### src/fsc_pkg.sv
/*
  Shared constants and types for the serial flash security and power command block.
  Assumes a 40 MHz system clock; serial pins are sampled as synchronous inputs.
*/
package fsc_pkg;
  localparam int           CLK_MHZ       = 40;
  localparam int           DP_ENTRY_NS   = 10000;
  localparam int           DP_CYC        = (DP_ENTRY_NS * CLK_MHZ + 999) / 1000;
  localparam int           DC_W          = $clog2(DP_CYC + 1);
  localparam int           ADDR_BYTES    = 4;
  localparam int           OTP_TOP_BIT   = 10;
  localparam int           OTP_HALF_BIT  = 9;
  localparam int           PAY_W         = 43;
  localparam logic [7:0]   OPC_QPP       = 8'h38;
  localparam logic [7:0]   OPC_DP        = 8'hB9;
  localparam logic [7:0]   OPC_WAKE      = 8'hAB;
  localparam logic [7:0]   OPC_OTP_ENTER = 8'hB1;
  localparam logic [7:0]   OPC_OTP_EXIT  = 8'hC1;
  localparam logic [7:0]   OPC_SEC_RD    = 8'h2B;
  localparam logic [7:0]   OPC_SEC_WR    = 8'h2F;
  localparam logic [7:0]   OPC_WRITE_ENABLE_CMD      = 8'h06;
  localparam logic [7:0]   OPC_SCHEME    = 8'h68;
  localparam int           SEC_SCHEME    = 7;
  localparam int           SEC_EFAIL     = 6;
  localparam int           SEC_PFAIL     = 5;
  localparam int           SEC_RSVD      = 4;
  localparam int           SEC_ESB       = 3;
  localparam int           SEC_PSB       = 2;
  localparam int           SEC_LOCK      = 1;
  localparam int           SEC_FACTORY   = 0;
  localparam logic         SEC_VOL_RST   = 1'b0;
  localparam logic [3:0]   OE_N_SPI_RD   = 4'hD;
  localparam logic [3:0]   OE_N_QPI_RD   = 4'h0;
  localparam logic [3:0]   OE_N_OFF      = 4'hF;

  typedef enum logic [1:0] {
    FSC_K_DATA   = 2'b00,
    FSC_K_COMMIT = 2'b01,
    FSC_K_ABORT  = 2'b10
  } fsc_kind_e;

  typedef enum logic [2:0] {
    PH_IDLE   = 3'b000,
    PH_OPC    = 3'b001,
    PH_WAIT   = 3'b010,
    PH_ADDR   = 3'b011,
    PH_DATA   = 3'b100,
    PH_RDOUT  = 3'b101,
    PH_IGNORE = 3'b110
  } fsc_phase_e;
endpackage : fsc_pkg

### src/fsc_fifo_if.sv
/*
  Valid/ready carrier between the command interpreter and its program buffer.
  Assumes both ends share one clock.
*/
`timescale 1ns/1ps
`default_nettype none
interface fsc_fifo_if #(parameter int W = 43) ();
  logic         valid;
  logic         ready;
  logic [W-1:0] data;
  modport src (output valid, output data, input ready);
  modport snk (input valid, input data, output ready);
endinterface : fsc_fifo_if
`default_nettype wire

### src/fsc_buf.sv
/*
  Two-entry buffer for program words, valid/ready on both sides.
  Assumes a synchronous active-high reset and a single clock.
*/
`timescale 1ns/1ps
`default_nettype none
module fsc_buf
  import fsc_pkg::*;
#(
  parameter int W = PAY_W
) (
  input  wire logic         clk_in,
  input  wire logic         srst_in,
  fsc_fifo_if.snk           push,
  output logic              pop_valid_out,
  input  wire logic         pop_ready_in,
  output logic [W-1:0]      pop_data_out
);
  typedef struct packed {
    logic [1:0][W-1:0] mem;
    logic              wp;
    logic              rp;
    logic [1:0]        cnt;
  } fsc_buf_s;

  fsc_buf_s s;
  fsc_buf_s next_s;
  logic     do_push;
  logic     do_pop;

  assign push.ready    = (s.cnt != 2'h2);
  assign pop_valid_out = (s.cnt != 2'h0);
  assign pop_data_out  = s.mem[s.rp];
  assign do_push       = push.valid & push.ready;
  assign do_pop        = pop_valid_out & pop_ready_in;

  always_comb
  begin
    next_s = s;
    if (do_push)
    begin
      next_s.mem[s.wp] = push.data;
      next_s.wp        = ~s.wp;
    end
    if (do_pop)
      next_s.rp = ~s.rp;
    next_s.cnt = s.cnt + {1'b0, do_push} - {1'b0, do_pop};
  end

  always_ff @(posedge clk_in)
  begin
    if (srst_in)
      s <= '0;
    else
      s <= next_s;
  end

  property p_buf_count;
    @(posedge clk_in) disable iff (srst_in)
    (s.cnt == 2'h2 && !pop_ready_in)
      |=> (s.cnt == 2'h2 && pop_data_out == $past(pop_data_out));
  endproperty
  a_buf_count: assert property (p_buf_count) else $error("buffer full not held");
endmodule : fsc_buf
`default_nettype wire

### src/fsc_cmd.sv
/*
  Command interpreter for quad page program, deep power-down, secured OTP mode,
  security register read/write and protection scheme select.
  Assumes serial pins synchronous to clk_in and an array engine behind the buffer.
*/
// Summary of operation
// - Quad program: opcode, four address bytes, data bytes on four lines.
// - Program skipped when the page is protected under the active scheme.
// - Data past the page end wraps to the page start.
// - Busy flag held during program; cleared with write enable at completion.
// - Simple commands accept one-line or four-line opcodes; lines 3..1 ignored.
// - Power-down runs only if select rises right after eight opcode bits.
// - Power-down entered after the entry delay from select rising.
// - In power-down every command except wake is ignored.
// - Wake command or reset returns the device to standby.
// - OTP enter redirects program to the OTP region.
// - Main array access refused while OTP mode is active.
// - Once OTP is locked down, programs to it are rejected.
// - OTP exit restores main array addressing.
// - Security read answered at any time outside power-down and repeats while clocked.
// - Security write needs write enable; only sets lockdown, never cleared.
// - Security write rejected unless select rises right after the eight opcode bits.
// - Security register bit layout: scheme, fails, suspends, lockdown, factory.
// - Erase fail set when erase done reports failure, cleared by next good erase.
// - Program fail set on failure or protection, cleared by next good program.
// - Erase suspended flag follows suspend and resume, resets to zero.
// - Program suspended flag follows suspend and resume, resets to zero.
// - Factory lock bit shows whether the second OTP half is factory locked.
// - Scheme select picks block bits or per-sector bits, never both.
// - Scheme select command needs write enable and sets the bit permanently.
`timescale 1ns/1ps
`default_nettype none
module fsc_cmd
  import fsc_pkg::*;
(
  input  wire logic        clk_in,
  input  wire logic        srst_in,
  input  wire logic        cs_n_in,
  input  wire logic        sclk_in,
  input  wire logic [3:0]  sio_in,
  output logic [3:0]       sio_out,
  output logic [3:0]       sio_oe_n_out,
  input  wire logic        quad_enable_bit_in,
  input  wire logic        quad_command_mode_in,
  input  wire logic        block_protect_hit_in,
  input  wire logic        solid_protect_bit_in,
  input  wire logic        dynamic_protect_bit_in,
  input  wire logic        nv_scheme_in,
  input  wire logic        nv_lockdown_in,
  input  wire logic        factory_lock_in,
  input  wire logic        prog_done_in,
  input  wire logic        prog_fail_in,
  input  wire logic        erase_done_in,
  input  wire logic        erase_fail_in,
  input  wire logic        prog_suspend_in,
  input  wire logic        prog_resume_in,
  input  wire logic        erase_suspend_in,
  input  wire logic        erase_resume_in,
  output logic [31:0]      target_addr_out,
  output logic             otp_mode_out,
  output logic             deep_power_down_out,
  output logic             write_in_progress_flag_out,
  output logic             write_enable_latch_out,
  output logic             protect_scheme_select_out,
  output logic [7:0]       security_status_reg_out,
  output logic             lockdown_burn_out,
  output logic             scheme_burn_out,
  output logic             prog_valid_out,
  input  wire logic        prog_ready_in,
  output logic [1:0]       prog_kind_out,
  output logic             prog_otp_out,
  output logic [31:0]      prog_addr_out,
  output logic [7:0]       prog_data_out
);
  typedef struct packed {
    fsc_phase_e      ph;
    logic            cs_q;
    logic            sclk_q;
    logic [7:0]      sh;
    logic [7:0]      opc;
    logic [2:0]      bcnt;
    logic [2:0]      abytes;
    logic [31:0]     addr;
    logic            got;
    logic            bad;
    logic            pend;
    fsc_kind_e       pkind;
    logic            write_enable_latch;
    logic            write_in_progress_flag;
    logic            otp;
    logic            deep;
    logic            dp_pend;
    logic [DC_W-1:0] dcnt;
    logic            protect_scheme_select;
    logic            efail;
    logic            pfail;
    logic            erase_suspended_flag;
    logic            program_suspended_flag;
    logic            otp_lockdown_bit;
    logic            factory;
    logic [3:0]      dout;
    logic            otp_lockdown_bit_set;
    logic            protect_scheme_select_set;
  } fsc_state_s;

  fsc_state_s        s;
  fsc_state_s        next_s;
  fsc_fifo_if #(.W(PAY_W)) pq ();
  logic              cs_rise;
  logic              cs_fall;
  logic              sclk_rise;
  logic              sclk_fall;
  logic              qm;
  logic [3:0]        bsum;
  logic [7:0]        nsh;
  logic [7:0]        sec;
  logic              qpp_ok;
  logic              otp_blk;
  logic              blocked;
  logic              exec_ok;
  logic              end_ok;
  logic [PAY_W-1:0]  pop_data;

  //////////////////////////////////////////////////////////////////////////////
  // Edge detection and decode helpers

  function automatic logic [PAY_W-1:0] pack_word(input fsc_kind_e k, input logic o,
                                                  input logic [31:0] a, input logic [7:0] d);
    pack_word = {k, o, a, d};
  endfunction : pack_word

  assign cs_rise   = cs_n_in & ~s.cs_q;
  assign cs_fall   = ~cs_n_in & s.cs_q;
  assign sclk_rise = sclk_in & ~s.sclk_q;
  assign sclk_fall = ~sclk_in & s.sclk_q;
  assign qm        = quad_command_mode_in | (s.ph == PH_ADDR) | (s.ph == PH_DATA);
  assign bsum      = {1'b0, s.bcnt} + (qm ? 4'h4 : 4'h1);
  assign nsh       = qm ? {s.sh[3:0], sio_in} : {s.sh[6:0], sio_in[0]};
  assign sec       = {s.protect_scheme_select, s.efail, s.pfail, SEC_VOL_RST, s.erase_suspended_flag, s.program_suspended_flag, s.otp_lockdown_bit,
                      s.factory};
  assign qpp_ok    = s.write_enable_latch & quad_enable_bit_in & ~quad_command_mode_in & ~s.write_in_progress_flag
                     & ~(s.otp & s.otp_lockdown_bit);
  assign otp_blk   = (s.addr[31:OTP_TOP_BIT] != '0)
                     | (s.addr[OTP_HALF_BIT] ? s.factory : s.otp_lockdown_bit);
  assign blocked   = s.otp ? otp_blk
                     : (s.protect_scheme_select ? (solid_protect_bit_in | dynamic_protect_bit_in)
                                : block_protect_hit_in);
  assign exec_ok   = cs_rise & (s.ph == PH_WAIT) & ~s.bad & (s.bcnt == 3'h0);
  assign end_ok    = ~s.bad & s.got & (s.bcnt == 3'h0) & ~blocked;

  //////////////////////////////////////////////////////////////////////////////
  // Next-state logic

  always_comb
  begin
    next_s           = s;
    next_s.cs_q      = cs_n_in;
    next_s.sclk_q    = sclk_in;
    next_s.otp_lockdown_bit_set  = 1'b0;
    next_s.protect_scheme_select_set = 1'b0;
    pq.valid         = 1'b0;
    pq.data          = '0;
    if (s.dp_pend)
    begin
      if (s.dcnt == DC_W'(DP_CYC - 1))
      begin
        next_s.dp_pend = 1'b0;
        next_s.deep    = 1'b1;
      end
      else
        next_s.dcnt = s.dcnt + 1'b1;
    end
    if (prog_done_in)
    begin
      next_s.write_in_progress_flag   = 1'b0;
      next_s.write_enable_latch   = 1'b0;
      next_s.pfail = prog_fail_in;
    end
    if (erase_done_in)
      next_s.efail = erase_fail_in;
    if (prog_resume_in)
      next_s.program_suspended_flag = 1'b0;
    if (prog_suspend_in)
      next_s.program_suspended_flag = 1'b1;
    if (erase_resume_in)
      next_s.erase_suspended_flag = 1'b0;
    if (erase_suspend_in)
      next_s.erase_suspended_flag = 1'b1;
    if (cs_fall)
    begin
      next_s.ph     = PH_OPC;
      next_s.bcnt   = 3'h0;
      next_s.abytes = 3'h0;
      next_s.got    = 1'b0;
      next_s.bad    = 1'b0;
    end
    else if (!cs_n_in && sclk_rise && s.ph != PH_RDOUT)
    begin
      next_s.sh   = nsh;
      next_s.bcnt = bsum[2:0];
      unique case (s.ph)
        PH_OPC:
          if (bsum[3])
          begin
            next_s.opc = nsh;
            if (s.deep)
              next_s.ph = (nsh == OPC_WAKE) ? PH_WAIT : PH_IGNORE;
            else if (nsh == OPC_SEC_RD)
            begin
              next_s.ph = PH_RDOUT;
              next_s.sh = sec;
            end
            else if (nsh == OPC_QPP)
              next_s.ph = qpp_ok ? PH_ADDR : PH_IGNORE;
            else
              next_s.ph = PH_WAIT;
          end
        PH_WAIT:
          next_s.bad = 1'b1;
        PH_ADDR:
          if (bsum[3])
          begin
            next_s.addr   = {s.addr[23:0], nsh};
            next_s.abytes = s.abytes + 3'h1;
            if (s.abytes == 3'(ADDR_BYTES - 1))
              next_s.ph = PH_DATA;
          end
        PH_DATA:
          if (bsum[3])
          begin
            if (pq.ready)
            begin
              pq.valid         = 1'b1;
              pq.data          = pack_word(FSC_K_DATA, s.otp, s.addr, nsh);
              next_s.addr[7:0] = s.addr[7:0] + 8'h01;
              next_s.got       = 1'b1;
            end
            else
              next_s.bad = 1'b1;
          end
        PH_IDLE, PH_IGNORE:
          ;
        default:
          next_s.ph = PH_IGNORE;
      endcase
    end
    else if (!cs_n_in && sclk_fall && s.ph == PH_RDOUT)
    begin
      if (quad_command_mode_in)
      begin
        next_s.dout = s.sh[7:4];
        next_s.sh   = {s.sh[3:0], s.sh[7:4]};
      end
      else
      begin
        next_s.dout = {2'b00, s.sh[7], 1'b0};
        next_s.sh   = {s.sh[6:0], s.sh[7]};
      end
    end
    if (cs_rise)
    begin
      next_s.ph = PH_IDLE;
      if (s.ph == PH_DATA)
      begin
        if (end_ok)
          next_s.write_in_progress_flag = 1'b1;
        else if (blocked)
          next_s.pfail = 1'b1;
        if (pq.ready)
        begin
          pq.valid = 1'b1;
          pq.data  = pack_word(end_ok ? FSC_K_COMMIT : FSC_K_ABORT, s.otp, s.addr, 8'h00);
        end
        else
        begin
          next_s.pend  = 1'b1;
          next_s.pkind = end_ok ? FSC_K_COMMIT : FSC_K_ABORT;
        end
      end
    end
    else if (s.pend && pq.ready && !pq.valid)
    begin
      pq.valid    = 1'b1;
      pq.data     = pack_word(s.pkind, s.otp, s.addr, 8'h00);
      next_s.pend = 1'b0;
    end
    if (exec_ok)
    begin
      case (s.opc)
        OPC_DP:
        begin
          next_s.dp_pend = 1'b1;
          next_s.dcnt    = '0;
        end
        OPC_WAKE:
        begin
          next_s.deep    = 1'b0;
          next_s.dp_pend = 1'b0;
        end
        OPC_OTP_ENTER:
          next_s.otp = 1'b1;
        OPC_OTP_EXIT:
          next_s.otp = 1'b0;
        OPC_WRITE_ENABLE_CMD:
          next_s.write_enable_latch = 1'b1;
        OPC_SEC_WR:
          if (s.write_enable_latch)
          begin
            next_s.write_enable_latch = 1'b0;
            if (!s.otp_lockdown_bit)
            begin
              next_s.otp_lockdown_bit     = 1'b1;
              next_s.otp_lockdown_bit_set = 1'b1;
            end
          end
        OPC_SCHEME:
          if (s.write_enable_latch)
          begin
            next_s.write_enable_latch = 1'b0;
            if (!s.protect_scheme_select)
            begin
              next_s.protect_scheme_select     = 1'b1;
              next_s.protect_scheme_select_set = 1'b1;
            end
          end
        default:
          ;
      endcase
    end
  end

  //////////////////////////////////////////////////////////////////////////////
  // State register; one-time bits reload from their cells at reset

  always_ff @(posedge clk_in)
  begin
    if (srst_in)
    begin
      s         <= '0;
      s.ph      <= PH_IDLE;
      s.cs_q    <= 1'b1;
      s.pkind   <= FSC_K_DATA;
      s.protect_scheme_select   <= nv_scheme_in;
      s.otp_lockdown_bit    <= nv_lockdown_in;
      s.factory <= factory_lock_in;
    end
    else
      s <= next_s;
  end

  //////////////////////////////////////////////////////////////////////////////
  // Program buffer and outputs

  fsc_buf #(.W(PAY_W)) u_buf (
    .clk_in        (clk_in),
    .srst_in       (srst_in),
    .push          (pq),
    .pop_valid_out (prog_valid_out),
    .pop_ready_in  (prog_ready_in),
    .pop_data_out  (pop_data)
  );

  assign prog_kind_out              = pop_data[42:41];
  assign prog_otp_out               = pop_data[40];
  assign prog_addr_out              = pop_data[39:8];
  assign prog_data_out              = pop_data[7:0];
  assign sio_out                    = s.dout;
  assign sio_oe_n_out               = (s.ph == PH_RDOUT && !cs_n_in)
                                      ? (quad_command_mode_in ? OE_N_QPI_RD : OE_N_SPI_RD)
                                      : OE_N_OFF;
  assign target_addr_out            = s.addr;
  assign otp_mode_out               = s.otp;
  assign deep_power_down_out        = s.deep;
  assign write_in_progress_flag_out = s.write_in_progress_flag;
  assign write_enable_latch_out     = s.write_enable_latch;
  assign protect_scheme_select_out  = s.protect_scheme_select;
  assign security_status_reg_out    = sec;
  assign lockdown_burn_out          = s.otp_lockdown_bit_set;
  assign scheme_burn_out            = s.protect_scheme_select_set;

  //////////////////////////////////////////////////////////////////////////////
  // Checks

  property p_dp_delay;
    @(posedge clk_in) disable iff (srst_in)
    $rose(s.deep) |-> $past(s.dp_pend) && ($past(s.dcnt) == DC_W'(DP_CYC - 1));
  endproperty
  a_dp_delay: assert property (p_dp_delay) else $error("early power-down");

  property p_dp_ignore;
    @(posedge clk_in) disable iff (srst_in)
    (s.deep && cs_rise && s.opc != OPC_WAKE) |=> s.deep && (s.otp == $past(s.otp));
  endproperty
  a_dp_ignore: assert property (p_dp_ignore) else $error("command run in power-down");

  property p_wake;
    @(posedge clk_in) disable iff (srst_in)
    (s.deep && exec_ok && s.opc == OPC_WAKE) |=> !s.deep ##1 !s.deep;
  endproperty
  a_wake: assert property (p_wake) else $error("wake not honoured");

  property p_dp_exact;
    @(posedge clk_in) disable iff (srst_in)
    $rose(s.dp_pend) |-> $past(s.opc == OPC_DP && s.bcnt == 3'h0 && !s.bad);
  endproperty
  a_dp_exact: assert property (p_dp_exact) else $error("power-down off boundary");

  property p_qpp_gate;
    @(posedge clk_in) disable iff (srst_in)
    $rose(s.write_in_progress_flag) |-> $past(s.write_enable_latch && s.got && !blocked && !quad_command_mode_in);
  endproperty
  a_qpp_gate: assert property (p_qpp_gate) else $error("program without enable");

  property p_done;
    @(posedge clk_in) disable iff (srst_in)
    (prog_done_in && s.write_in_progress_flag && !cs_rise) |=> !s.write_in_progress_flag && !s.write_enable_latch;
  endproperty
  a_done: assert property (p_done) else $error("busy or latch not cleared");

  property p_lock_sticky;
    @(posedge clk_in) disable iff (srst_in)
    s.otp_lockdown_bit |=> s.otp_lockdown_bit ##1 s.otp_lockdown_bit;
  endproperty
  a_lock_sticky: assert property (p_lock_sticky) else $error("lockdown cleared");

  property p_scheme;
    @(posedge clk_in) disable iff (srst_in)
    $rose(s.protect_scheme_select) |-> $past(s.write_enable_latch) && scheme_burn_out;
  endproperty
  a_scheme: assert property (p_scheme) else $error("scheme set without latch");

  property p_pfail;
    @(posedge clk_in) disable iff (srst_in)
    (prog_done_in && prog_fail_in) |=> s.pfail && security_status_reg_out[SEC_PFAIL];
  endproperty
  a_pfail: assert property (p_pfail) else $error("program fail not shown");

  property p_rd_msb;
    @(posedge clk_in) disable iff (srst_in)
    (s.ph == PH_RDOUT && sclk_fall && !cs_n_in && !quad_command_mode_in)
      |=> sio_out[1] == $past(s.sh[7]);
  endproperty
  a_rd_msb: assert property (p_rd_msb) else $error("read order wrong");
endmodule : fsc_cmd
`default_nettype wire

### config.mk
export PLATFORM = sky130hd
export DESIGN_NAME = fsc_cmd
export DESIGN_NICKNAME = d
export VERILOG_FILES = /design/src/fsc_pkg.sv /design/src/fsc_fifo_if.sv /design/src/fsc_buf.sv /design/src/fsc_cmd.sv
export SDC_FILE = /design/constraint.sdc
export NUM_CORES = 1
export LEC_CHECK = 0
export ABC_AREA = 0
export BUFFER_PORTS_ARGS = -buffer_cell sky130_fd_sc_hd__buf_2
export CAP_MARGIN = 20
export CORE_MARGIN = 3
export CORE_UTILIZATION = 59
export CTS_BUF_LIST = sky130_fd_sc_hd__clkbuf_16
export CTS_CLUSTER_SIZE = 28
export DETAILED_ROUTE_END_ITERATION = 10
export GPL_ROUTABILITY_DRIVEN = 0
export PLACE_DENSITY = 0.79
export SKIP_CTS_REPAIR_TIMING = 1
export SYNTH_ARGS = -nofsm -noshare
export SYNTH_HDL_FRONTEND = slang
export SYNTH_HIERARCHICAL = 1
export SYNTH_SLANG_ARGS = --single-unit
### constraint.sdc
create_clock -name clk_in -period 4.55 [get_ports clk_in]
set_clock_uncertainty 0.1 [all_clocks]
set_input_delay 0.2275 -clock clk_in [delete_from_list [all_inputs] [get_ports clk_in]]
set_output_delay 0.2275 -clock clk_in [all_outputs]
set_load 0.02 [all_outputs]
**Word-level counts from Yosys, hierarchy flattened**

Cells that the tools add are included.

- Input bits: 25
- Register bits: 181

- Muxes and demuxes: 100
- Eq/ne operators: 32
- Order comparisons: 3
- Add/sub/neg operators: 6
- Reductions and logical operators: 48
- Bitwise operators: 40

Operators with widths:

| kind | count |
|---|---|
| $mux 43 | 7 |
| $mux 41 | 5 |
| $bwmux 86 | 1 |
| $mux 8 | 6 |
| $demux 43 s1 | 1 |
| $mux 1 | 43 |
| $eq 8x8->1 const B | 5 |
| $mux 35 | 1 |
| $mux 3 | 11 |
| $mux 16 | 2 |
| $mux 9 | 3 |
| $reduce_bool 2->1 | 13 |
| $eq 8x6->1 const B | 3 |
| $mux 4 | 6 |
| $reduce_bool 22->1 | 1 |
| $not 1->1 | 19 |
| $reduce_and 3->1 | 6 |
| $and 1x1->1 | 17 |
| $pmux 8 s2 | 1 |
| $reduce_and 4->1 | 4 |
| $ne 2x2->1 const B | 7 |
| $mux 13 | 1 |
| $mux 12 | 1 |
| $reduce_or 4->1 | 3 |
| 31 further kinds | 62 |

**Longest topological paths before layout**

Gate-level depths: netlist (run 1).

- Depth in word-level cells: 16
- Gate-level depth with buffers: 18

**Hierarchy**

Netlist (run 1), hierarchy kept.

Modules (own cells, without submodules):

| module | cells an instance | times used | seq. area each (sq um) | area each (sq um) |
|---|---|---|---|---|
| fsc_cmd | 666 | 1 | 1851.8 | 5346.4 |
| fsc_buf | 450 | 1 | 1801.7 | 4294.1 |

**Least setup slack after synthesis (run 1)**

Ideal clock, no wire load.

- Path kind: reg2reg
- Start: register s[90] (netlist name)
- End: register u_buf/s[1] (netlist bit)
- Arrival time: 3.381 ns
- Cell stages (with the launch flop): 18
- Data required time: 4.323 ns
- Buffers on the path: 1
- Slack: 0.942 ns
- Path through: dfxtp_1 nor3b_4 nor2_4 nand2_1 ha_1 a31o_2 nand2_1 nor3_1 a21oi_1 clkbuf_1 inv_1 nand2_1 ha_1 inv_1 ha_1 xor2_1 and2_1 nor3_1

RTL lines:

| item | RTL line | RTL |
|---|---|---|
| end signal, assigned | fsc_buf.sv:55 | `s <= next_s;` |
| end, declared | fsc_buf.sv:26 | `fsc_buf_s s;` |

==> results of run 1 <==
[kinds of logic after synthesis]
| kind of cell | count (synthesis) |
|---|---|
| buffers and inverters | 142 |
| flip-flops | 181 |
| adder cells (fa/ha/maj) | 9 |
| multiplexers | 107 |
| XOR/XNOR | 13 |
| AO/OA/AOI/OAI | 224 |
| other | 1 |
| AND/OR/NAND/NOR | 439 |
[metal layers]
metal  GRT usage (%)  vias up  share of wire (%)  routed length, µm
met2            40.4      293                 47              10900
met4            10.1        0                2.3                536
li1                -     3879                  -                  -
met3            4.76       48                6.4               1490
met5               0        -                  0                  0
met1            35.9     3669                 45              10400
[layout make-up]
type | instances | area share, %
Sequential cell | 181 | 34.6
Clock inverter | 15 | 1.24
Timing Repair Buffer | 139 | 7.30
Clock buffer | 17 | 4.03
Multi-Input combinational cell | 793 | 49.4
Tap cell | 216 | 2.56
Inverter | 23 | 0.842
[worst reg2reg max path, delay by kind of cell (launching register included)]
kind / cells / cell delay [ns]
flip-flops: 1 / 0.77
AND/OR/NAND/NOR: 6 / 1.81
adder cells (fa/ha/maj): 1 / 0.35
buffers and inverters: 1 / 0.16
AO/OA/AOI/OAI: 2 / 0.26
multiplexers: 1 / 0.40
[worst paths after layout]
kind                      from                         to  slack [ns]  cells past startpoint
hold / removal    nv_scheme_in  protect_scheme_select_out       -0.02                      3
hold reg to reg     sio_out[2]                 sio_out[2]        0.36                      2
setup / recovery         s[89]                u_buf/s[67]        0.60                     11
setup reg to reg         s[89]                u_buf/s[67]        0.60                     11
[through the flow]
| stage | util [%] | power [mW] | area, µm² |
|---|---|---|---|
| floorplan | - | 1.76 | 9640 |
| global placement | 62.2 | 1.80 | 9910 |
| detailed placement | 62.2 | 1.80 | 9910 |
| CTS | 65.6 | 3.18 | 10500 |
| global route | 66.2 | 3.27 | 10600 |
| finish | 66.2 | 3.17 | 10600 |
[sequential cells by signal (all words and copies together) (netlist names)]
name / flops
write_enable_latch_out: 1
target_addr_out: 32
lockdown_burn_out: 1
otp_mode_out: 1
deep_power_down_out: 1
security_status_reg_out: 6
protect_scheme_select_out: 1
write_in_progress_flag_out: 1
scheme_burn_out: 1
s: 42
u_buf/s: 90
sio_out: 4
[synth_stat cells (4+ instances only)]
library cell    n  area (µm²)
a211oi_1       10        75.1
a211oi_2        4        50.1
a21oi_1        54         270
a22oi_1         4        30.0
a31oi_1         6        37.5
a41oi_1         4        35.0
and3_1          7        43.8
buf_2          13        65.1
buf_4          47         353
buf_6           7        78.8
clkbuf_1       51         191
dfxtp_1       178        3560
ha_1            9         113
inv_1          19        71.3
mux2_2         46         518
mux2i_1        61         611
nand2_1        77         289
nand2b_1      100         626
nand3_1        15        75.1
nand4_1         4        25.0
nor2_1         69         259
nor2b_1        90         563
nor3_1         24         120
nor3b_1        10        75.1
nor4_1          9        56.3
o211ai_1        4        30.0
o21ai_0        53         265
o21ai_1        54         270
o21bai_1        5        37.5
xnor2_1         5        43.8
xor2_1          8        70.1
[power groups by stage]
stage	Combinational [mW]	Sequential, mW	Clock, mW
finish	0.159	1.61	1.40
global route	0.174	1.61	1.48
detailed placement	0.152	1.65	0
CTS	0.152	1.61	1.41
global placement	0.151	1.65	0
floorplan	0.118	1.64	0
==> metrics.cfg, run 1 <==
[routing]
antenna_left = 0
wl_per_cell_um = 16.8
vias = 7889
wirelength_um = 23300
first_pass_iters = 5
drt_iter0_drc = 597
vias_per_cell = 5.70
drcViolationCount = 0

[synth]
synth_cell_types = 76
synth_edf_count = 3
synth_xor_area_share_pct = 1.18
synth-main-ff-cell = dfxtp_1
synth_fa_ha_area_share_pct = 1.17
yosysWarnings = 6
synth_compound_area_share_pct = 14.4
synthMuxAreaShare_pct = 11.7
async_reset_ff_share_pct = 0
seq_area_frac_synth_pct = 37.9
ys_seq_elements = 181
syn_nets = 1150
syn_inst = 1116
synth_top_family_by_area = simple AND/OR/NAND/NOR gates
avgSynthCellArea_um2 = 8.64
synth-simple-area-share_pct = 25.5
synth_area_um2 = 9640

[power_and_ir_drop]
p_sw_share_pct = 23.8
p_seq_share_pct = 50.9
leakagePower_nw = 4.08
p_int_mw = 2.42
power.switching_mw = 0.755
vdd_drop_max_uv = 287
combPwrFrac_pct = 5.0
power_density_nw_per_um2 = 300
pwr-share-clk_pct = 44.1

[final_layout]
seq_area_um2 = 3650
final_cell_mix = dfxtp_1 (177), buf_2 (121), nand2b_1 (100), nor2b_1 (90), nand2_1 (77)
layout_commonest_cell = dfxtp_1
multiInputGateArea_um2 = 5220
final_nets = 1189
n_fill_cell = 1350
drive_above_1_share_pct = 20.5
area_growth_pct = 9.50
instances_no_fill = 1384
n_antenna_cell = 0

[clock_tree]
ctsHtreeMaxLevel = 4
cts_buffers = 17
clk_path_buf_depth = 2
clkTransAtPathRegs_ns = 0.07
clk_latency_ns = 0.43
root_buffer = clkbuf_16
cts_sinks = 181
cts_tree = built

[timing]
setup-tns-final_ns = 0
finalWorstSetupSlack_ns = 0.604
rsz0062_at_grt = false
worstMarginPinSlew_ns = 0.917
finalWorstPathRequiredPeriod_ns = 3.95
setup_viol = 0
drv_slew = 0
finalCritPeriodShare_pct = 86.7
fmax_mhz = 253
maxSlewHeadroom_pct = 37.3
hold_slack_ns = -0.0205
hold_viol_final = 3

[run_status]
violations = hold timing
status = finished, violations left

[global_route]
grt_max_degree = 76
first_global_vias = 7310
grt_pass1_wl_um = 37800
antenna_found_initial = 0
grt_usage_pct = 26.0
globalRouteOverflowTotal = 0

[floorplanning]
fp.dieW_um = 134
ios = 124
die_area_um2 = 17900
initial_core_util_pct = 60.5
coreArea_um2 = 15900
die_y_um = 134
rows = 46

[placement]
hpwlAfterDp_um = 15500
place_inst = 1344
dp_slack_ns = 0.668
port_buffers = 122

[setup_path]
slowest_delay_ns = 0.77
cp-end-kind = flip-flop
critical-path-top-delay-family = simple AND/OR/NAND/NOR gates
worstSetupPathType = flip-flop to flip-flop
critical_path.startpoint_type = flip-flop
cp_max_fo = 24
critPathRequiredTime_ns = 4.79
cp_num_buf_inv = 1
cp_common_cell = nand2_1
cp.arrival_ns = 4.18
crit_chain = nor3b_4 > nor2_4 > nand2_1 > ha_1 > a31o_2 > nand2_1 > nor3_1 > a21oi_2 > inv_1 > nand3_2 > mux2i_1
slowest_stage = dfxtp_1

[hold_path]
hold_class = primary input to flip-flop

[job]
drv_cap = 0

Power figures use the tool's default switching activity.
==> run 2, diff against run 1 <==
Settings changed: CORE_ASPECT_RATIO set to 2.
Clock period 4.55 ns to 4.5 ns, I/O delays scaled along.
==> run 2 against run 1 <==
- the flow still finishes with violations (hold timing)
- clock power up 3%
- non-clock buffer count rose by 2
- critical endpoint is now u_buf/s[10]
- first-iteration DRC count shrank 38%
==> metrics.cfg, run 2 (synthesis gave the netlist of run 1 again) <==
[floorplanning]
ios = 124  ; unchanged
fp.dieW_um = 96.4  ; -28%
rows = 65  ; +41%
initial_core_util_pct = 60.5  ; about the same
die_y_um = 187  ; +40%
coreArea_um2 = 15900  ; about the same
die_area_um2 = 18000  ; +0.52%

[timing]
drv_slew = 0  ; unchanged
worstMarginPinSlew_ns = 0.873  ; -0.0441 ns
setup_viol = 0  ; unchanged
hold_viol_final = 3  ; unchanged
setup-tns-final_ns = 0  ; unchanged
finalCritPeriodShare_pct = 87.0  ; +0.31 points
finalWorstSetupSlack_ns = 0.584  ; -0.0207 ns
rsz0062_at_grt = false
maxSlewHeadroom_pct = 41.6  ; +4.4 points
fmax_mhz = 255  ; +0.75%
hold_slack_ns = -0.0156  ; +0.00486 ns
finalWorstPathRequiredPeriod_ns = 3.92  ; -0.0293 ns

[setup_path]
worstSetupPathType = flip-flop to flip-flop
critPathRequiredTime_ns = 4.76  ; -0.03 ns
cp-end-kind = flip-flop
critical_path.startpoint_type = flip-flop
rrSetupSlack_ns = 0.58  ; -0.02 ns
cp.arrival_ns = 4.18  ; about the same
cp_max_fo = 32  ; +33%

[final_layout]
largest_register_ffs = 90  ; unchanged
final_nets = 1191  ; +0.17%
drive_above_1_share_pct = 20.7  ; +0.22 points
instances_no_fill = 1371  ; -0.94%
n_fill_cell = 1390  ; +3.0%
largest_register = u_buf/s
area_growth_pct = 9.55  ; about the same
n_antenna_cell = 0  ; unchanged
multiInputGateArea_um2 = 5220  ; unchanged
final_cell_mix = dfxtp_1 (177), buf_2 (121), nand2b_1 (100), nor2b_1 (90), nand2_1 (77)
layout_commonest_cell = dfxtp_1
seq_area_um2 = 3650  ; unchanged

[routing]
antenna_left = 0  ; unchanged
drt_iter0_drc = 372  ; -38%
vias = 8140  ; +3.2%
wl_per_cell_um = 18.2  ; +7.9%
vias_per_cell = 5.94  ; +4.2%
first_pass_iters = 7  ; +2
wirelength_um = 24900  ; +6.9%
drcViolationCount = 0  ; unchanged

[clock_tree]
cts_buffers = 17  ; unchanged
root_buffer = clkbuf_16
clk_latency_ns = 0.44  ; about the same
clkTransAtPathRegs_ns = 0.08  ; about the same
ctsHtreeMaxLevel = 4  ; unchanged
clk_path_buf_depth = 2  ; unchanged
cts_tree = built
cts_sinks = 181  ; unchanged

[global_route]
first_global_vias = 8096  ; +11%
globalRouteOverflowTotal = 0  ; unchanged
grt_usage_pct = 28.2  ; +2.3 points
grt_pass1_wl_um = 40000  ; +5.9%
antenna_found_initial = 0  ; unchanged
grt_max_degree = 80  ; +5.3%

[hold_path]
hold_class = primary input to flip-flop

[placement]
dp_slack_ns = 0.701  ; +0.0322 ns
port_buffers = 122  ; unchanged
hpwlAfterDp_um = 17200  ; +11%
place_inst = 1332  ; -0.89%

[run_status]
violations = hold timing
status = finished, violations left

[job]
drv_cap = 0  ; unchanged

[power_and_ir_drop]
power_density_nw_per_um2 = 306  ; +1.9%
vdd_drop_max_uv = 261  ; -9.3%
leakagePower_nw = 4.10  ; +0.51%

[run 2: path summary, 6_finish.rpt]
check | from | end | cells past startpoint
hold reg to reg | sio_out[0] | sio_out[0] | 2
setup / recovery | s[89] | u_buf/s[10] | 13
setup reg to reg | s[89] | u_buf/s[10] | 13
hold / removal | nv_scheme_in | protect_scheme_select_out | 3
[run 2: critical path, cell delays in order (launching register included)]
cell and delay, ns:
dfxtp_1 0.80, nor3b_4 0.19, nor2_4 0.29, nand2_1 0.14, ha_1 0.35, a31o_2 0.20
nand2_1 0.16, nor3_1 0.33, a21oi_2 0.07, inv_1 0.16, nand2b_1 0.09, nand2b_1 0.43
buf_12 0.32, o21ai_1 0.17
[run 2: through the flow]
step	instance area, µm²	util (%)	total power, mW
after global routing	10600	66.3	3.34
after floorplan	9640	-	1.78
after global placement	9930	62.3	1.82
final	10600	66.3	3.23
after detailed placement	9930	62.3	1.82
after CTS	10500	65.8	3.25
[run 2: layout make-up]
type | count | area share, %
Clock buffer | 17 | 4.03
Clock inverter | 15 | 1.33
Inverter | 23 | 0.841
Multi-Input combinational cell | 793 | 49.4
Sequential cell | 181 | 34.6
Tap cell | 201 | 2.38
Timing Repair Buffer | 141 | 7.44
[run 2: layer usage]
metal  track usage [%]  vias up  share of wire, %
met5                 0        -                 0
met1              29.8     3861                37
met2              49.3      289                52
met4              18.1        0               6.3
met3              5.20      101               5.5
li1                  -     3889                 -
[run 2: where the power goes]
| group | leakage, nW | total, mW | switching [mW] | internal, mW |
|---|---|---|---|---|
| clock | 0.278 | 1.44 | 0.703 | 0.735 |
| sequential | 1.47 | 1.63 | 0.0162 | 1.61 |
| combinational | 2.36 | 0.164 | 0.103 | 0.0613 |
| total | 4.10 | 3.23 | 0.822 | 2.41 |
==> run 3, diff against run 2 <==
Settings changed: CORE_UTILIZATION 59 to 60, CTS_BUF_LIST sky130_fd_sc_hd__clkbuf_16 to sky130_fd_sc_hd__clkbuf_8, PLACE_DENSITY 0.79 to 0.8.
==> run 3 against run 2 <==
- non-clock buffer count is 3 higher
- power is 10% lower
- core utilization decreased by 0.25 points
- via count increased by 1.4%
- combinational power hardly changed
- cell count about the same
- the run now ends clean
- largest cell class unchanged
==> metrics.cfg, run 3 (synthesis gave the netlist of run 1 again) <==
[clock_tree]
cts_buffers = 17  ; unchanged
root_buffer = clkbuf_8
clk_latency_ns = 0.47  ; +0.03 ns
cts_sinks = 181  ; unchanged
clk_path_buf_depth = 2  ; unchanged
cts_tree = built
clkTransAtPathRegs_ns = 0.09  ; about the same
ctsHtreeMaxLevel = 4  ; unchanged

[final_layout]
largest_register_ffs = 90  ; unchanged
drive_above_1_share_pct = 20.6  ; -0.10 points
n_fill_cell = 1326  ; -4.6%
instances_no_fill = 1372  ; +0.073%
final_nets = 1194  ; +0.25%
final_area_um2 = 10400  ; -1.4%
n_antenna_cell = 0  ; unchanged
area_growth_pct = 8.02
layout_commonest_cell = dfxtp_1
final_cell_mix = dfxtp_1 (177), buf_2 (121), nand2b_1 (100), nor2b_1 (90), nand2_1 (77)
largest_register = u_buf/s

[power_and_ir_drop]
power_density_nw_per_um2 = 279  ; -8.9%
combPwrFrac_pct = 5.8  ; +0.7 points
pwr-share-clk_pct = 38.1  ; -6.4 points
p_seq_share_pct = 56.2  ; +5.8 points
power.switching_mw = 0.708  ; -14%
p_sw_share_pct = 24.4  ; -1.1 points
leakagePower_nw = 4.02  ; -1.9%
vdd_drop_max_uv = 207  ; -21%
p_int_mw = 2.20  ; -8.9%

[timing]
drv_slew = 0  ; unchanged
fmax_mhz = 267  ; +4.7%
finalWorstPathRequiredPeriod_ns = 3.74  ; -0.175 ns
worstMarginPinSlew_ns = 0.820  ; -0.0530 ns
setup_viol = 0  ; unchanged
hold_viol_final = 0  ; -3
setup-tns-final_ns = 0  ; unchanged
rsz0062_at_grt = false
maxSlewHeadroom_pct = 45.2  ; +3.5 points
hold_slack_ns = 0.000158  ; +0.0158 ns
finalWorstSetupSlack_ns = 0.758  ; +0.175 ns
finalCritPeriodShare_pct = 83.1  ; -3.9 points

[routing]
wirelength_um = 25100  ; +0.65%
vias = 8251  ; +1.4%
wl_per_cell_um = 18.3  ; +0.58%
drt_iter0_drc = 472  ; +27%
vias_per_cell = 6.01  ; +1.3%
antenna_left = 0  ; unchanged
first_pass_iters = 5  ; -2
drcViolationCount = 0  ; unchanged

[placement]
port_buffers = 122  ; unchanged
post_dp_cell_area_um2 = 9930  ; unchanged
place_inst = 1332  ; unchanged
dp_slack_ns = 0.798  ; +0.0972 ns
hpwlAfterDp_um = 17100  ; -0.53%

[floorplanning]
coreArea_um2 = 15800  ; -1.0%
ios = 124  ; unchanged
die_y_um = 185  ; -0.81%
rows = 65  ; unchanged
fp.dieW_um = 95.6  ; -0.78%
initial_core_util_pct = 61.1  ; +0.62 points
die_area_um2 = 17700  ; -1.6%

[global_route]
grt_max_degree = 104  ; +30%
grt_usage_pct = 28.2  ; about the same
grt_pass1_wl_um = 39500  ; -1.2%
antenna_found_initial = 0  ; unchanged
first_global_vias = 7891  ; -2.5%
globalRouteOverflowTotal = 0  ; unchanged

[run_status]
status = finished clean

[job]
drv_cap = 0  ; unchanged

[setup_path]
critPathRequiredTime_ns = 4.79  ; +0.03 ns
cp.arrival_ns = 4.03  ; -0.15 ns
startpoint = s[90]
reg2reg_from = s[90]
rrSetupSlack_ns = 0.76  ; +0.17 ns
worstSetupPathType = flip-flop to flip-flop
cp_max_fo = 17  ; -47%
crit_end = u_buf/s[1]
r2r_end = u_buf/s[1]
cp-end-kind = flip-flop
critical_path.startpoint_type = flip-flop
ff2ff_path_depth = 16  ; +3

[hold_path]
hold_class = primary input to flip-flop
hold_path.startpoint = cs_n_in

## run 3: changes by cell type in the layout (fill, tap and decap cells not counted), sizes merged
cell         previous run  this run
dlygate4sd3             7        10
bufinv                  0         2
inv                    33        25
clkinv                  4         3
clkinvlp                1         4
clkbuf                 17        19
## run 3: metal layers
layer / vias up / track usage (%) / wire length (µm)
li1: 3893 / - / -
met5: - / 0 / 0
met4: 0 / 15.5 / 1230
met3: 100 / 3.82 / 1300
met1: 3918 / 31.5 / 9350
met2: 340 / 50.3 / 13200
## run 3: final cells by class
type,instances,area [µm²],area share (%)
Multi-Input combinational cell,793,5220,50.1
Sequential cell,181,3650,35.1
Timing Repair Buffer,144,816,7.83
Clock buffer,19,262,2.51
Tap cell,201,251,2.42
Clock inverter,11,126,1.21
Inverter,23,88.8,0.853
## run 3: power groups by stage
stage               Sequential, mW  Combinational (mW)  Clock [mW]
finish                        1.63               0.167        1.11
global route                  1.63               0.181        1.18
CTS                           1.63               0.157        1.12
detailed placement            1.67               0.157           0
global placement              1.67               0.156           0
floorplan                     1.66               0.119           0
## run 3: how the worst min path moves through the flow
stage,depth (start not counted),end
after global placement,1,security_status_reg_out[0]
after detailed placement,1,security_status_reg_out[0]
after global routing,2,s[87]
final,2,s[87]
after floorplan,0,security_status_reg_out[0]
after CTS,1,security_status_reg_out[0]
## run 3: through the flow
stage / utilization (%) / power, mW
6_report: 66.0 / 2.90
5_1_grt: 66.0 / 2.99
4_1_cts: 65.4 / 2.91
3_5_place_dp: 62.9 / 1.82
3_3_place_gp: 62.9 / 1.82
2_1_floorplan: - / 1.78
## run 3: critical path: stages (launching register included)
cell and delay, ns:
dfxtp_1 0.65, nor3b_4 0.55, nor2_4 0.14, nand2_1 0.14, ha_1 0.19, a31o_2 0.20, nand2_1 0.15, nor3_1 0.35
a21oi_2 0.06, inv_1 0.16, nand2_1 0.07, ha_1 0.27, inv_1 0.04, ha_1 0.18, xor2_1 0.15, and2_1 0.15
nor3_1 0.11
